$ cat src/net_flags_defines.svh
/*
 * register map, field positions, reset values and timing counts of
 * the network status and diagnostic flag bank.
 * assumes a 250 MHz clock and 32-bit classic wishbone.
 */
`ifndef NET_FLAGS_DEFINES_SVH
`define NET_FLAGS_DEFINES_SVH
// word offsets on the wishbone bus
`define OFS_STATUS   4'h0
`define OFS_DIAG     4'h1
`define OFS_MASK     4'h2
`define OFS_CONTROL  4'h3
`define OFS_COMMAND  4'h4
`define OFS_NEXT_ID  4'h5
// status and diagnostic bit positions
`define ST_AVAIL     0
`define ST_ACKED     1
`define ST_IDLE      2
`define ST_TEST      3
`define ST_POR       4
`define ST_BLOCKED   7
`define DG_SUCC      1
`define DG_PROBE     2
`define DG_EXCESS    3
`define DG_TOKEN     4
`define DG_ACT       5
`define DG_DUP       6
`define DG_SELF      7
// command bits
`define CMD_CLEAR    0
`define CMD_PORCLR   1
`define CMD_TX_EN    2
`define CMD_TX_DIS   3
`define CMD_RX_EN    4
// control bits
`define CTL_TX_ON    0
`define CTL_FOUR     1
// reset values
`define STATUS_RST   8'h91
`define DIAG_RST     8'h00
// refusal thresholds
`define NAK_MANY     8'h80
`define NAK_FEW      8'h04
// line idle time
`define IDLE_NS      41000
`define CLK_NS       4
`define IDLE_CYC     ((`IDLE_NS + `CLK_NS - 1) / `CLK_NS)
`endif

$ cat src/net_flags_pkg.sv
/*
 * types shared by the flag bank.
 * assumes the defines header for all numeric constants.
 */
package net_flags_pkg;
	typedef logic [7:0] flag_reg_type;
	typedef enum logic [2:0] {
		SEL_STATUS, SEL_DIAG, SEL_MASK, SEL_CONTROL,
		SEL_COMMAND, SEL_NEXT_ID, SEL_NONE
	} reg_sel_type;
endpackage

$ cat src/network_status_diag_flags.sv
/*
 * status and diagnostic flag bank with wishbone slave and masked
 * interrupt. assumes protocol engine pulses are one cycle wide on clk,
 * line_receive_input is asynchronous.
 */
`include "net_flags_defines.svh"
`timescale 1ns/10ps
`default_nettype none
module network_status_diag_flags #(
	parameter int IDLE_CYCLES = `IDLE_CYC
) (
	// clock and reset
	input  wire logic        clk,
	input  wire logic        rst_n,
	input  wire logic        soft_reset,
	// wishbone slave
	input  wire logic        wb_cyc_i,
	input  wire logic        wb_stb_i,
	input  wire logic        wb_we_i,
	input  wire logic [5:0]  wb_adr_i,
	input  wire logic [3:0]  wb_sel_i,
	input  wire logic [31:0] wb_dat_i,
	output logic      [31:0] wb_dat_o,
	output logic             wb_ack_o,
	// line pin
	input  wire logic        line_receive_input,
	// protocol engine events
	input  wire logic        tx_last_byte,
	input  wire logic        tx_ack_seen,
	input  wire logic        tx_broadcast,
	input  wire logic        token_received,
	input  wire logic        lost_token_timeout,
	input  wire logic        dup_match_resp,
	input  wire logic        foreign_token,
	input  wire logic        refusal_seen,
	input  wire logic        probe_match_resp,
	input  wire logic        successor_update,
	input  wire logic        rx_packet_stored,
	input  wire logic [7:0]  successor_id,
	// interrupt
	output logic             irq
);
	// bus decode
	net_flags_pkg::reg_sel_type sel;
	logic       acc;
	logic       wr;
	logic       rd;
	logic       next_ack;
	logic [7:0] next_rdata;
	logic [7:0] rdata;
	logic       clr;
	// flags and setup
	net_flags_pkg::flag_reg_type status, next_status;
	net_flags_pkg::flag_reg_type diag, next_diag;
	net_flags_pkg::flag_reg_type mask, next_mask;
	logic [1:0]  control, next_control;
	logic        avail_pend, next_avail_pend;
	logic [7:0]  nak_cnt, next_nak_cnt;
	logic [7:0]  nak_lim;
	// line sampling
	logic [2:0]  rx_sync, next_rx_sync;
	logic        rx_level, next_rx_level;
	logic [13:0] idle_cnt, next_idle_cnt;
	logic        idle_hit;
	logic [7:0]  cmd;

	assign clr = !rst_n || soft_reset;

	// decode; the access takes effect at the edge where ack is high
	always_comb begin
		case (wb_adr_i[3:0])
			`OFS_STATUS:  sel = net_flags_pkg::SEL_STATUS;
			`OFS_DIAG:    sel = net_flags_pkg::SEL_DIAG;
			`OFS_MASK:    sel = net_flags_pkg::SEL_MASK;
			`OFS_CONTROL: sel = net_flags_pkg::SEL_CONTROL;
			`OFS_COMMAND: sel = net_flags_pkg::SEL_COMMAND;
			`OFS_NEXT_ID: sel = net_flags_pkg::SEL_NEXT_ID;
			default:      sel = net_flags_pkg::SEL_NONE;
		endcase
		if (wb_adr_i[5:4] != 2'h0)
			sel = net_flags_pkg::SEL_NONE;
		acc = wb_cyc_i && wb_stb_i && wb_ack_o;
		wr  = acc && wb_we_i && wb_sel_i[0];
		rd  = acc && !wb_we_i;
		cmd = (wr && sel == net_flags_pkg::SEL_COMMAND) ?
			wb_dat_i[7:0] : 8'h00;
	end

	// ack one cycle after the request, read data captured with it
	always_comb begin
		next_ack = wb_cyc_i && wb_stb_i && !wb_ack_o;
		case (sel)
			net_flags_pkg::SEL_STATUS:  next_rdata = status;
			net_flags_pkg::SEL_DIAG:    next_rdata = diag;
			net_flags_pkg::SEL_MASK:    next_rdata = mask;
			net_flags_pkg::SEL_CONTROL: next_rdata = {6'h00, control};
			net_flags_pkg::SEL_NEXT_ID: next_rdata = successor_id;
			default:                    next_rdata = 8'h00;
		endcase
		if (!next_ack)
			next_rdata = rdata;
	end

	always_ff @(posedge clk) begin
		if (!rst_n) begin
			wb_ack_o <= 1'b0;
			rdata    <= 8'h00;
		end else begin
			wb_ack_o <= next_ack;
			rdata    <= next_rdata;
		end
	end
	assign wb_dat_o = {24'h000000, rdata};

	// receive pin: three stages, a change counts once stages 2 and 3 agree
	always_comb begin
		next_rx_sync  = {rx_sync[1:0], line_receive_input};
		next_rx_level = (rx_sync[1] == rx_sync[2]) ? rx_sync[2] : rx_level;
		// the count stops at the limit so one idle stretch flags once
		idle_hit      = !rx_level &&
			(idle_cnt == 14'(IDLE_CYCLES - 1));
		if (rx_level)
			next_idle_cnt = 14'h0000;
		else if (idle_cnt < 14'(IDLE_CYCLES))
			next_idle_cnt = idle_cnt + 14'h0001;
		else
			next_idle_cnt = idle_cnt;
	end

	always_ff @(posedge clk) begin
		if (!rst_n) begin
			rx_sync  <= 3'h0;
			rx_level <= 1'b0;
			idle_cnt <= 14'h0000;
		end else begin
			rx_sync  <= next_rx_sync;
			rx_level <= next_rx_level;
			idle_cnt <= next_idle_cnt;
		end
	end

	// flags: every clear comes first so that a set in the same cycle wins
	always_comb begin
		next_status  = status;
		next_diag    = diag;
		next_mask    = mask;
		next_control = control;
		next_avail_pend = avail_pend;
		next_nak_cnt = nak_cnt;
		nak_lim = control[`CTL_FOUR] ? `NAK_FEW : `NAK_MANY;
		if (wr && sel == net_flags_pkg::SEL_MASK)
			next_mask = wb_dat_i[7:0];
		if (wr && sel == net_flags_pkg::SEL_CONTROL)
			next_control = wb_dat_i[1:0];
		// status clears
		if (cmd[`CMD_CLEAR] || cmd[`CMD_PORCLR]) begin
			next_status[`ST_IDLE] = 1'b0;
			next_status[`ST_POR]  = 1'b0;
		end
		if (cmd[`CMD_TX_EN]) begin
			next_status[`ST_ACKED] = 1'b0;
			next_avail_pend = 1'b1;
			next_nak_cnt = 8'h00;
		end
		if (avail_pend && token_received) begin
			next_status[`ST_AVAIL] = 1'b0;
			next_avail_pend = 1'b0;
		end
		if (cmd[`CMD_RX_EN])
			next_status[`ST_BLOCKED] = 1'b0;
		// status sets
		if (idle_hit)
			next_status[`ST_IDLE] = 1'b1;
		if (tx_ack_seen && !tx_broadcast)
			next_status[`ST_ACKED] = 1'b1;
		if (tx_last_byte || cmd[`CMD_TX_DIS]) begin
			next_status[`ST_AVAIL] = 1'b1;
			next_avail_pend = 1'b0;
		end
		if (rx_packet_stored)
			next_status[`ST_BLOCKED] = 1'b1;
		next_status[6:5]      = 2'h0;
		next_status[`ST_TEST] = 1'b0;
		// diagnostic clears on read, except excess refusal and successor
		if (rd && sel == net_flags_pkg::SEL_DIAG) begin
			next_diag[`DG_SELF]  = 1'b0;
			next_diag[`DG_DUP]   = 1'b0;
			next_diag[`DG_ACT]   = 1'b0;
			next_diag[`DG_TOKEN] = 1'b0;
			next_diag[`DG_PROBE] = 1'b0;
		end
		if (cmd[`CMD_PORCLR] || status[`ST_AVAIL])
			next_diag[`DG_EXCESS] = 1'b0;
		if (rd && sel == net_flags_pkg::SEL_NEXT_ID)
			next_diag[`DG_SUCC] = 1'b0;
		// refusal counter saturates at the threshold
		if (refusal_seen && nak_cnt < nak_lim)
			next_nak_cnt = nak_cnt + 8'h01;
		// diagnostic sets
		if (lost_token_timeout)
			next_diag[`DG_SELF] = 1'b1;
		if (dup_match_resp || (control[`CTL_TX_ON] && token_received))
			next_diag[`DG_DUP] = 1'b1;
		if (rx_level)
			next_diag[`DG_ACT] = 1'b1;
		if (foreign_token)
			next_diag[`DG_TOKEN] = 1'b1;
		if (refusal_seen && nak_cnt == nak_lim - 8'h01)
			next_diag[`DG_EXCESS] = 1'b1;
		if (probe_match_resp)
			next_diag[`DG_PROBE] = 1'b1;
		if (successor_update)
			next_diag[`DG_SUCC] = 1'b1;
		next_diag[0] = 1'b0;
	end

	// software reset restores the flags but keeps mask and control
	always_ff @(posedge clk) begin
		if (clr) begin
			status     <= `STATUS_RST;
			diag       <= `DIAG_RST;
			avail_pend <= 1'b0;
			nak_cnt    <= 8'h00;
		end else begin
			status     <= next_status;
			diag       <= next_diag;
			avail_pend <= next_avail_pend;
			nak_cnt    <= next_nak_cnt;
		end
		if (!rst_n) begin
			mask    <= 8'h00;
			control <= 2'h0;
		end else begin
			mask    <= next_mask;
			control <= next_control;
		end
	end

	// interrupt is a level from the idle, available, blocked, excess refusal and successor flags, masked per bit
	assign irq = (status[`ST_IDLE] && mask[`ST_IDLE]) ||
		(status[`ST_AVAIL] && mask[`ST_AVAIL]) ||
		(status[`ST_BLOCKED] && mask[`ST_BLOCKED]) ||
		(diag[`DG_EXCESS] && mask[`DG_EXCESS]) ||
		(diag[`DG_SUCC] && mask[`DG_SUCC]);
endmodule
`default_nettype wire

$ cat config.mk
export PLATFORM = sky130hd
export DESIGN_NAME = network_status_diag_flags
export DESIGN_NICKNAME = d
export VERILOG_FILES = /design/src/net_flags_pkg.sv /design/src/network_status_diag_flags.sv
export VERILOG_INCLUDE_DIRS = /design/src /design/src/src
export SDC_FILE = /design/constraint.sdc
export NUM_CORES = 1
export LEC_CHECK = 0
export ABC_AREA = 1
export BUFFER_PORTS_ARGS = -buffer_cell sky130_fd_sc_hd__buf_2
export CORE_AREA = 2 2 107 109
export DETAILED_ROUTE_END_ITERATION = 12
export DIE_AREA = 0 0 109 111
export PLACE_DENSITY = 0.59
export SLEW_MARGIN = 10
export SYNTH_ARGS = -nofsm -noshare
export SYNTH_HDL_FRONTEND = slang
export SYNTH_SLANG_ARGS = --single-unit
$ cat constraint.sdc
create_clock -name clk -period 1.7 [get_ports clk]
set_input_delay 0.17 -clock clk [delete_from_list [all_inputs] [get_ports clk]]
set_output_delay 0.17 -clock clk [all_outputs]
set_load 0.005 [all_outputs]
==> results summary, run 1 <==
Counting flops with a built-in enable in the synthesized netlist gives 0. From bottom edge to top edge, the die measures roughly 110 um. The worst setup path is of the reg -> reg kind.

The latest clock arrival within the worst-skew pair came out at ~0.32 ns. The largest stage delay on the critical path came out at ~0.35 ns. The number of setup violations in the final report is 0. In this run the post-CTS setup repair buffer count came out at 0. The number of placed instances, taps included, is 649. Summed over all nets, the half-perimeter wirelength after detailed placement is ~6000 um. The tree is rooted in a sky130_fd_sc_hd__clkbuf_16.

For this design the static power due to leakage is 1.638 nW. Among all flip-flop cells after synthesis, the most frequent one is sky130_fd_sc_hd__dfxtp_1. The detailed route wirelength on metal3 came out at approximately 410 um. The CTS tree is yes. The total power after layout came out at between 3 and 4 mW. For this run, asynchronously set or reset flops after synthesis account for 0%. The effective utilization at floorplan is ~29%.

The total routed wirelength came out at around 7600 um. The highest achievable clock rate came out at roughly 0.65 GHz. In this run the biggest area consumer among cell types represents a little over a third of the synthesized area.

The distinct cell type count after synthesis is 37. The minimum clock period after layout came out at around 1.5 ns. The leftover overflow at the end of global routing came out at 0.

The critical path required time came out at ~1.9 ns. In the final routed layout, each cell accounts on average for between 10 and 15 um. The synthesized netlist cell count came out at 459. The clock input transition at the sequential cells of the worst setup and hold paths came out at 0.05 ns. Summing the sequential cell areas from Yosys gives a little over a third of the chip area. The peak fanout along the critical path came out at 5. The first global-routing pass estimated 12820 um of wire. The max-slew headroom at the worst pin is 64.20%.

The largest net degree at the start of global routing came out at 16. In this design, the largest share of critical-path delay is due to simple AND/OR/NAND/NOR gates. The final route contains 2901 vias. The total count of max-transition violations in the final report is 0.

After detailed routing, the number of vias per cell comes to approximately 4.4. In this run the count of I/O pins placed on the die edge is between 100 and 150. The number of global-route vias before repair came out at between 2000 and 3000. The run finished with clean final reports. Traced cell by cell, the critical path runs through nand3_1, nor2_1, nand3_1, inv_2, nand2_2, nand2_2, inv_2, nand2_1, a21oi_1.

STA classifies the critical path endpoint as a register. The initialized floorplan defines 39 standard-cell rows. Setup repair after global routing left no endpoint under its margin. The sum of negative setup slack came out at 0 ns. The worst-case setup slack after placement is ~0.14 ns. The critical path buffer and inverter count came out at 2. The layout cell share with drive strength beyond 1 is between 20% and 30%. The area added between synthesis and finish came out at 19.13%. The number of hold violations in the final report is 0. The number of clock buffers inserted by TritonCTS came out at 9. The number of max-cap violations came out at 0.

The total number of clock tree sinks is 58. The overall die area came out at ~12000 um2. The number of nets at the end of the flow came out at slightly below 600. The warning count from the yosys run came out at 0.

The routability congestion estimate is 0.8760. The library cell contributing the largest single delay on the critical path is sky130_fd_sc_hd__dfxtp_1. The count of antenna-violating nets left after detailed routing came out at 0. The cell area power density came out at 883.4 nW/um2. The total non-filler cell area in the finished layout is a little under 4000 um2. The overall global routing resource usage came out at 13.46%. The count of TritonRoute iterations in the first routing pass came out at 5. STA classifies the critical path startpoint as a register. The number of design rule violations left after detail routing is 0.

The leading area contributor after synthesis is sky130_fd_sc_hd__dfxtp_1. Wire segments on met2 add up to approximately 3700 um in the final route. The post-layout worst setup margin is roughly 0.16 ns. The detailed router put a total of ~3400 um of wire on met1. The transition at the pin with the smallest max-transition slack is about 0.54 ns. The register bit count reported by yosys came out at 58. The total of buffers placed on input and output ports is 50. The total cell area at the placement stage is between 3000 and 4000 um2. For this block, the initial DRC count from the detailed router was 92. The largest buffer count on any clock path came out at 2. The number of antenna violations at the first check in global routing came out at 1. Data arrives at the worst endpoint at 1.74 ns. The synthesized area divided by synthesized cell count is between 7 and 8 um2.

The worst ir drop on vdd came out at 0.4521 mV. The count of instances resized after the clock tree is built came out at 0. The final core utilization is 34.81%. The deepest level of the CTS H-tree is 3. The worst hold-check path type is in -> reg.

The filler-free cell count of the finished design came out at between 600 and 700. The number of hold-repair buffers added at the cts stage is 0. Measured along the x axis, the die boundary spans between 100 and 150 um. The final clock skew came out at 0.004952 ns. The worst hold-check slack came out at approximately 0.027 ns.

The post-synthesis instance area came out at approximately 3200 um2. In the post-synthesis netlist, the biggest area contributors are sky130_fd_sc_hd__dfxtp_1, sky130_fd_sc_hd__nand2_1, sky130_fd_sc_hd__nor2_1, sky130_fd_sc_hd__buf_4, sky130_fd_sc_hd__a21oi_1. Dividing the final minimum period by the clock period gives 90.43%. The uppermost signal routing layer after detailed routing is met5.

The floorplan core area is between 10000 and 15000 um2.
-- cell usage in the layout (no fill, tap or decap), types with 2 or more instances in the layout --
cell type	instances
sky130_fd_sc_hd__buf_4	6
sky130_fd_sc_hd__o21ai_0	18
sky130_fd_sc_hd__nand3_1	21
sky130_fd_sc_hd__nor2_2	5
sky130_fd_sc_hd__nand2_2	13
sky130_fd_sc_hd__inv_1	42
sky130_fd_sc_hd__a21oi_2	11
sky130_fd_sc_hd__dfxtp_1	58
sky130_fd_sc_hd__nor3_4	2
sky130_fd_sc_hd__nor3_1	6
sky130_fd_sc_hd__xnor2_1	4
sky130_fd_sc_hd__clkinv_2	2
sky130_fd_sc_hd__clkbuf_16	9
sky130_fd_sc_hd__a21oi_1	35
sky130_fd_sc_hd__nor4_1	2
sky130_fd_sc_hd__buf_2	50
sky130_fd_sc_hd__ha_1	5
sky130_fd_sc_hd__nand4_1	4
sky130_fd_sc_hd__nand3_2	2
sky130_fd_sc_hd__xor2_1	10
sky130_fd_sc_hd__conb_1	24
sky130_fd_sc_hd__inv_2	4
sky130_fd_sc_hd__nor2_1	56
sky130_fd_sc_hd__nor2_4	4
sky130_fd_sc_hd__nand2_1	113
-- path summary, 6_finish.rpt --
path | startpoint | cells past startpoint | slack [ns] | end
max | wb_ack_o | 9 | 0.16 | nak_cnt[6]
min reg2reg | rx_sync[0] | 2 | 0.42 | rx_sync[1]
max reg2reg | wb_ack_o | 9 | 0.16 | nak_cnt[6]
min | line_receive_input | 3 | 0.03 | rx_sync[0]
-- synthesized netlist by cell type (2+ instances only) --
master                     count
sky130_fd_sc_hd__a21oi_1      35
sky130_fd_sc_hd__a21oi_2      11
sky130_fd_sc_hd__buf_2         2
sky130_fd_sc_hd__buf_4        25
sky130_fd_sc_hd__buf_6         2
sky130_fd_sc_hd__clkbuf_1      2
sky130_fd_sc_hd__dfxtp_1      58
sky130_fd_sc_hd__ha_1          5
sky130_fd_sc_hd__inv_1        42
sky130_fd_sc_hd__inv_2         4
sky130_fd_sc_hd__nand2_1     113
sky130_fd_sc_hd__nand2_2      13
sky130_fd_sc_hd__nand3_1      21
sky130_fd_sc_hd__nand3_2       2
sky130_fd_sc_hd__nand4_1       4
sky130_fd_sc_hd__nor2_1       56
sky130_fd_sc_hd__nor2_2        5
sky130_fd_sc_hd__nor2_4        4
sky130_fd_sc_hd__nor3_1        6
sky130_fd_sc_hd__nor3_4        2
sky130_fd_sc_hd__nor4_1        2
sky130_fd_sc_hd__o21ai_0      18
sky130_fd_sc_hd__xnor2_1       4
sky130_fd_sc_hd__xor2_1       10
-- registers in the layout (all words and copies together) (netlist names) --
| name | cells |
|---|---|
| idle_cnt | 14 |
| mask | 8 |
| rdata | 8 |
| avail_pend | 1 |
| rx_sync | 3 |
| nak_cnt | 8 |
| status | 5 |
| wb_ack_o | 1 |
| rx_level | 1 |
| control | 2 |
| diag | 7 |
-- power by group --
group | switching, mW | internal [mW] | total (mW)
combinational | 0.130 | 0.0731 | 0.203
clock | 0.635 | 1.17 | 1.81
sequential | 0.0146 | 1.38 | 1.39
total | 0.780 | 2.63 | 3.41
-- area by class of cell --
class | instances | area, um2
diodes | 1 | 2.502
well taps | 143 | 178.9
repair buffers | 56 | 295.3
inverters | 47 | 178.9
flip-flops and latches | 58 | 1161
fillers | 1194 | 7221
clock buffers | 10 | 239.0
clock inverters | 6 | 65.06
multi-input cells | 345 | 1735
-- kinds of logic after synthesis --
logic type | synth area share (%)
other cells | 0.1159
fa+ha+maj | 1.933
compound gates | 12.60
flops | 35.87
xor+xnor | 3.788
simple gates | 32.51
buf+inv | 13.18
-- worst register-to-register path: stages (launching register included) --
cell and delay (ns):
sky130_fd_sc_hd__dfxtp_1 0.35, sky130_fd_sc_hd__nand3_1 0.10, sky130_fd_sc_hd__nor2_1 0.30, sky130_fd_sc_hd__nand3_1 0.18, sky130_fd_sc_hd__inv_2 0.13, sky130_fd_sc_hd__nand2_2 0.09
sky130_fd_sc_hd__nand2_2 0.10, sky130_fd_sc_hd__inv_2 0.07, sky130_fd_sc_hd__nand2_1 0.06, sky130_fd_sc_hd__a21oi_1 0.05
-- metal layers --
| layer | GRT usage, % | vias up |
|---|---|---|
| met5 | 0 | - |
| met4 | 4.444 | 2 |
| met3 | 4.468 | 6 |
| met2 | 22.57 | 75 |
| met1 | 15.95 | 1287 |
| li1 | - | 1531 |
No activity file was read; power rests on OpenSTA's default activity.
==> run 2, diff against run 1 <==
- clock period: 1.7 -> 1.6 ns (I/O delays scaled with it)
==> run 2 against run 1 <==
Wire length rose by 1.8%; register-to-register slack about the same; fmax rose by 7.3%; total power increased by 11%; largest power group unchanged.
==> results summary, run 2 (synthesis gave the netlist of run 1 again) <==
The period utilization came out at 89.56% (-0.88 points). The number of max-cap violations was 0 (unchanged). The largest net degree at the start of global routing came out at 15 (-1). The largest buffer count on any clock path came out at 2 (unchanged). The number of global-route vias before repair was 2832 (+1.5%).

The number of clock buffers inserted by TritonCTS came out at 9 (unchanged). The total power after layout came out at 3.790 mW (+11%). The total area of multi-input combinational cells was 1743 um2 (+0.43%).

The number of hold violations in the final report is 0 (unchanged). The max-slew headroom at the worst pin came out at 65.28% (+1.1 points). The number of flip-flops in the largest register is 14 (unchanged). The final clock skew is 0.004606 ns (-0.0003454 ns). The layout cell share with drive strength beyond 1 is 23.19% (+0.78 points).

The latest clock arrival within the worst-skew pair is 0.32 ns (about the same). The total number of clock tree sinks is 58 (unchanged). The number of hold-repair buffers added at the cts stage came out at 0 (unchanged). The initial DRC count came to 87 (-5.4%). The family with the most delay on the worst path is simple AND/OR/NAND/NOR gates. Traced cell by cell, the critical path runs through ha_1, inv_1, nor2_1, nand2_1, xnor2_1, nand2_2, a21oi_2.

The largest stage delay on the critical path came to 0.40 ns (+0.05 ns). The library cell contributing the largest single delay on the critical path is sky130_fd_sc_hd__dfxtp_1. The worst setup path is launched from a register. The detailed-route vias per instance is 4.380 (+0.55%).

The total of buffers placed on input and output ports came out at 50 (unchanged). The leftover overflow at the end of global routing is 0 (unchanged). The total routed wirelength came to 7737 um (+1.8%). The placed wire-length estimate came out at 6104 um (+1.8%). The number of nets at the end of the flow came out at 594 (+0.68%). The routability congestion estimate was 0.8622 (-1.6%). The overall die height is 111 um (unchanged). The worst ir drop on vdd came out at 0.4967 mV (+9.9%). The run finished with clean final reports. The peak fanout along the critical path came out at 5 (unchanged). The die width was 109 um (unchanged). The highest achievable clock rate was 0.6979 GHz (+7.3%). The clock input transition at the sequential cells of the worst setup and hold paths came out at 0.05 ns (about the same). The minimum clock period after layout came out at 1.433 ns (-0.1044 ns). The transition at the pin with the smallest max-transition slack came out at 0.5202 ns (-0.01617 ns). The cell leakage power came out at 1.674 nW (+2.2%).

The number of setup buffers added after CTS is 0 (unchanged). The wire length of the first global-routing pass came out at 12940 um (+0.97%). The number of antenna violations at the first check in global routing came out at 2 (+1). The top-level I/O count is 102 (unchanged).

In this run the clock root is driven by a sky130_fd_sc_hd__clkbuf_16. The effective utilization at floorplan came out at 29.22% (unchanged). The floorplan core area is 11080 um2 (unchanged). Counting flops per register, the top entry is idle_cnt.

Relative to the synthesized area, the layout overhead comes to 21.11%. The deepest level of the CTS H-tree is 3 (unchanged). The cell row count was 39 (unchanged). TritonCTS built the clock tree.

The number of antenna repair diodes is 0 (-1). The count of TritonRoute iterations in the first routing pass is 4 (-1). The count of vias placed by the detailed router was 2930 (+1.0%).

The critical path in this run is classified as reg -> reg. In the layout the commonest cells are sky130_fd_sc_hd__nand2_1, sky130_fd_sc_hd__dfxtp_1, sky130_fd_sc_hd__nor2_1. The critical path buffer and inverter count is 1 (-1).

The footprint of the flip-flops and latches came to 1161 um2 (unchanged). The cell area power density came out at 966.8 nW/um2 (+9.4%). The number of design rule violations left after detail routing is 0 (unchanged).

The overall die area is 12100 um2 (unchanged). The sum of negative setup slack is 0 ns (unchanged). The number of setup violations in the final report is 0 (unchanged). The count of instances resized after the clock tree is built came to 0 (unchanged). The total count of max-transition violations in the final report came out at 0 (unchanged). The arrival time reported for the critical path endpoint came out at 1.69 ns (-0.05 ns). The library cell used most frequently in the layout, excluding fill and tap cells, is sky130_fd_sc_hd__nand2_1. The per-cell routed wire length is 11.57 um (+1.4%).

The final core utilization came out at 35.39% (+0.58 points). The filler cell count came out at 1177 (-1.4%). The critical path required time is 1.85 ns (-0.05 ns).

The count of antenna-violating nets left after detailed routing is 0 (unchanged). The worst hold-check path type is in -> reg. The overall global routing resource usage came out at 13.55% (+0.088 points). The worst hold-check slack was 0.02367 ns (-0.003551 ns). The worst setup path is captured at a register. Setup repair after global routing left no endpoint under its margin.
==> run 2: cell types whose count changed in the layout (fill, tap and decap cells not counted), sizes merged <==
cell | previous run | this run
buf | 56 | 60
clkbuf | 10 | 12
bufinv | 1 | 2
clkinv | 3 | 2
clkinvlp | 1 | 0
diode | 1 | 0
inv | 48 | 47
==> run 2: cell type report <==
cell class | count | share of cell area [%]
clock inverter | 4 | 1.883
multi-input combinational | 345 | 44.46
sequential | 58 | 29.62
clock buffer | 12 | 6.543
tap | 143 | 4.564
timing repair buffer | 60 | 8.299
inverter | 47 | 4.628
==> run 2: worst paths after layout <==
path | cells past startpoint | slack [ns] | from | to
min reg2reg | 2 | 0.42 | rx_sync[0] | rx_sync[1]
max | 7 | 0.17 | idle_cnt[0] | idle_cnt[8]
max reg2reg | 7 | 0.17 | idle_cnt[0] | idle_cnt[8]
min | 3 | 0.02 | line_receive_input | rx_sync[0]
==> run 2: tightest hold or removal path: cells and delay by family <==
kind,cells,cell delay [ns]
and+or+nand+nor,1,0.04
buffers and inverters,2,0.12
==> run 2: power by group <==
part	switching (mW)	total, mW	internal, mW	leakage, nW
Clock	0.644	2.09	1.45	0.163
Sequential	0.0159	1.48	1.47	0.470
Combinational	0.137	0.217	0.0795	1.04
==> run 2: through the flow <==
| stage | setup slack, ns | instances | area (um2) |
|---|---|---|---|
| floorplan | 0.2962 | 482 | 3323 |
| global placement | 0.09101 | 653 | 3580 |
| detailed placement | 0.08218 | 653 | 3580 |
| CTS | 0.06454 | 669 | 3910 |
| global route | 0.01326 | 669 | 3920 |
| finish | 0.1671 | 669 | 3920 |
==> run 2: metal layers <==
layer | wire (um) | share of wire (%) | up-vias | global-route usage [%]
met2 | 3776 | 49 | 78 | 22.44
met5 | 27 | 0.35 | - | 0
met3 | 460 | 5.9 | 8 | 4.703
met1 | 3405 | 44 | 1306 | 16.14
li1 | - | - | 1534 | -
met4 | 67 | 0.87 | 4 | 4.530
==> run 3, diff against run 2 <==
- ABC_AREA: 1 -> default
- CORE_AREA: 2 2 107 109 -> 2 2 105 107
- DIE_AREA: 0 0 109 111 -> 0 0 107 109
==> run 3 against run 2 <==
Design area rose by 5.0%; wire length grew 9.1%; via count increased by 0.41%; worst hold slack gained 0.0014 ns; register-to-register slack got worse by 0.13 ns; clock skew rose by 0.0057 ns; critical endpoint is now nak_cnt[6]; critical path depth decreased by 2; die area shrank 3.6%; global-route usage up 1.1 points; sequential cell count unchanged; synthesized cell count shrank 22%.
==> results summary, run 3 <==
The run finished with clean final reports. The share of cell area taken by muxes after synthesis came out at 6.863% (+6.9 points). The startpoint of the worst hold path is tx_last_byte. The number of antenna repair diodes came out at 0 (unchanged). The overall die height came out at 109 um (-1.8%). The final core utilization is 38.84% (+3.4 points). The part of the Yosys area used for sequential elements came out at 37.46% (+1.6 points). The effective utilization at floorplan is 29.23% (about the same). The arrival time reported for the critical path endpoint came out at 1.76 ns (+0.07 ns). The highest achievable clock rate is 0.6418 GHz (-8.0%). The register-to-register setup slack is 0.04 ns (-0.13 ns). The most common cell in the synthesized netlist is sky130_fd_sc_hd__dfxtp_1. The overall die area came out at 11660 um2 (-3.6%). The number of clock buffers inserted by TritonCTS came out at 9 (unchanged). The initial DRC count came out at 96 (+10%).

The largest net degree at the start of global routing came to 16 (+1). The filler cell count is 1093 (-7.1%). The xor and xnor area share after synthesis is 0.2826% (-3.5 points). The number of max-cap violations came out at 0 (unchanged). The peak fanout along the critical path is 3 (-2). The period utilization came out at 97.38% (+7.8 points).

The worst setup path is captured at a register. The setup path with the least slack is of type reg -> reg. The deepest level of the CTS H-tree came out at 3 (unchanged). Setup repair after global routing could not meet its margin everywhere. The worst hold-check slack came out at 0.02512 ns (+0.001448 ns). The minimum clock period after layout is 1.558 ns (+0.1251 ns).

The register bit count reported by yosys is 58 (unchanged). The routability congestion estimate came out at 0.8126 (-5.8%). The arithmetic-cell share of the synthesized area counting full adders, half adders and majority gates was 2.019% (+0.086 points). The synthesized area divided by synthesized cell count is 8.681 um2 (+23%). The number of design rule violations left after detail routing came out at 0 (unchanged). The top cell type's share of synthesized area is 37.46% (+1.6 points). The main combinational cell family by area after synthesis is simple AND/OR/NAND/NOR gates. The clock input transition at the sequential cells of the worst setup and hold paths is 0.07 ns (+0.02 ns). The tree is rooted in a sky130_fd_sc_hd__clkbuf_8. The path class of the tightest hold or removal check is in -> reg. The number of global-route vias before repair was 2784 (-1.7%). The die width came out at 107 um (-1.8%). The compound-gate portion of the synthesized area came out at 19.58% (+7.0 points). By count the netlist is led by sky130_fd_sc_hd__dfxtp_1, sky130_fd_sc_hd__nor2_1, sky130_fd_sc_hd__buf_4, sky130_fd_sc_hd__a21oi_1, sky130_fd_sc_hd__nand2_1. The layout cell share with drive strength beyond 1 came out at 34.64% (+11 points). The top-level I/O count came out at 102 (unchanged). The critical path required time is 1.81 ns (-0.04 ns). The simple-gate portion of the synthesized area was 24.47% (-8.0 points). The distinct cell type count after synthesis came to 59 (+59%).

Of all cell types, the one taking the most synthesized area is sky130_fd_sc_hd__dfxtp_1. The final clock skew is 0.01030 ns (+0.005690 ns). The cell leakage power came to 1.632 nW (-2.5%). The end point of the most critical hold path is status[0]. The placed wire-length estimate came to 6312 um (+3.4%). Ranked by flip-flop count, first place goes to idle_cnt. The element type at the critical path start is a register. The number of enable-type register cells in the synthesized netlist came out at 0 (unchanged). The area added between synthesis and finish is 32.86%. The cell row count is 38 (-2.6%). The synthesized netlist cell count came out at 357 (-22%).

The number of antenna violations at the first check in global routing came to 1 (-1). In the layout the commonest cells are sky130_fd_sc_hd__buf_4, sky130_fd_sc_hd__buf_2, sky130_fd_sc_hd__dfxtp_1. The worst reg2reg path depth is 5 (-2). The post-synthesis instance area came to 3099 um2 (-4.3%). The number of flip-flops in the largest register is 14 (unchanged). The total of buffers placed on input and output ports came out at 50 (unchanged). The number of nets at the end of the flow came out at 528 (-11%). The total count of max-transition violations in the final report came out at 0 (unchanged). The count of antenna-violating nets left after detailed routing is 0 (unchanged).

The post-synthesis async set-or-reset flop share is 0% (unchanged). The detailed-route vias per instance is 4.912 (+12%). The largest buffer count on any clock path is 2 (unchanged).

The floorplan core area is 10600 um2 (-4.3%). The count of vias placed by the detailed router came out at 2942 (+0.41%). The cell depth of the worst hold path came to 3 (unchanged). The warning count from the yosys run is 0 (unchanged). The latest clock arrival within the worst-skew pair is 0.34 ns (+0.02 ns). The leftover overflow at the end of global routing was 0 (unchanged). The total number of clock tree sinks came out at 58 (unchanged). The number of setup violations in the final report is 0 (unchanged). The per-cell routed wire length came out at 14.10 um (+22%). The cell area power density is 787.7 nW/um2 (-19%). The count of TritonRoute iterations in the first routing pass is 4 (unchanged).

The most used flip-flop cell after synthesis is sky130_fd_sc_hd__dfxtp_1. The worst register-to-register path ends at nak_cnt[6]. The startpoint of the worst-slack reg-to-reg timing path is nak_cnt[4]. The number of hold-repair buffers added at the cts stage came to 0 (unchanged). The number of hold violations in the final report is 0 (unchanged). The worst ir drop on vdd was 0.4552 mV (-8.4%). The wire length of the first global-routing pass is 13420 um (+3.7%).

The overall global routing resource usage came out at 14.60% (+1.1 points). After synthesis, the cell types taking the most area are sky130_fd_sc_hd__dfxtp_1, sky130_fd_sc_hd__mux2i_1, sky130_fd_sc_hd__buf_4, sky130_fd_sc_hd__a21oi_1, sky130_fd_sc_hd__nor2_1. The CTS tree is yes.

The total routed wirelength came out at 8444 um (+9.1%). Leaving out fill and tap cells, the most frequent cell in the layout is sky130_fd_sc_hd__buf_4.
run 3: cell types whose count changed after synthesis, sizes merged, moves of 6 or more:
cell	delta
nand2	-106
nor2	-37
inv	-34
a21oi	-23
mux2i	+19
xor2	-9
or4	+8
a22o	+7
clkbuf	+7
nand4	+7
nor2b	+7
o21ai	-7
o211ai	+6
run 3: logic make-up after synthesis:
logic type | count (synthesis)
AO/OA/AOI/OAI | 87
XOR/XNOR | 1
adder cells (fa/ha/maj) | 5
buffers and inverters | 50
flip-flops | 58
multiplexers | 20
other | 1
AND/OR/NAND/NOR | 135
run 3: power by group:
part | switching (mW) | internal [mW]
logic | 0.146 | 0.116
registers | 0.0172 | 1.46
clock network | 0.596 | 0.908
total | 0.759 | 2.48
run 3: area by class of cell:
type	instances	area, um2	share of cell area [%]
clock inverters	5	78.83	1.914
inverters	13	48.80	1.185
clock buffers	10	137.6	3.342
well taps	140	175.2	4.254
multi-input cells	272	1861	45.18
flip-flops and latches	58	1184	28.75
repair buffers	101	633.1	15.38
run 3: how the worst max path moves through the flow:
stage / endpoint / slack (ns) / startpoint
6_report: nak_cnt[6] / 0.04 / nak_cnt[4]
5_1_grt: idle_cnt[1] / -0.04 / idle_cnt[4]
4_1_cts: idle_cnt[6] / 0.005 / idle_cnt[10]
3_5_place_dp: control[0] / -0.17 / wb_adr_i[2]
3_3_place_gp: control[1] / -0.16 / wb_adr_i[2]
2_1_floorplan: diag[6] / -0.05 / wb_adr_i[2]
run 3: worst max-delay path: stages (launching register included):
cell and delay [ns]:
sky130_fd_sc_hd__dfxtp_1 0.32, sky130_fd_sc_hd__or4_4 0.55, sky130_fd_sc_hd__o21ai_2 0.15, sky130_fd_sc_hd__a221o_1 0.18, sky130_fd_sc_hd__buf_4 0.14, sky130_fd_sc_hd__o211ai_1 0.09
run 3: stage by stage:
step | setup TNS [ns] | cells | area (um2) | power (mW) | setup slack, ns
after global placement | -1.899 | 583 | 3760 | 1.757 | -0.1640
after CTS | 0 | 598 | 4005 | 3.278 | 0.004673
final | 0 | 599 | 4118 | 3.243 | 0.04193
after floorplan | -0.1704 | 380 | 3192 | 1.668 | -0.04613
after global routing | -0.2117 | 599 | 4118 | 3.382 | -0.03607
after detailed placement | -2.067 | 583 | 3760 | 1.763 | -0.1668
run 3: timing repair:
action | 4_1_cts | 5_1_grt
setup buffers | 0 | 3
setup endpoints to repair | 12 | 28
cloned | 0 | 0
gates resized for setup | 6 | 32
pin swaps | 0 | 13
run 3: per-layer routing:
layer	global-route usage [%]	vias to the layer above	wire length, um
li1	-	1474	-
met1	17.32	1376	3725
met2	25.89	82	4220
met3	4.304	8	407
met4	3.711	2	77
met5	0	-	13
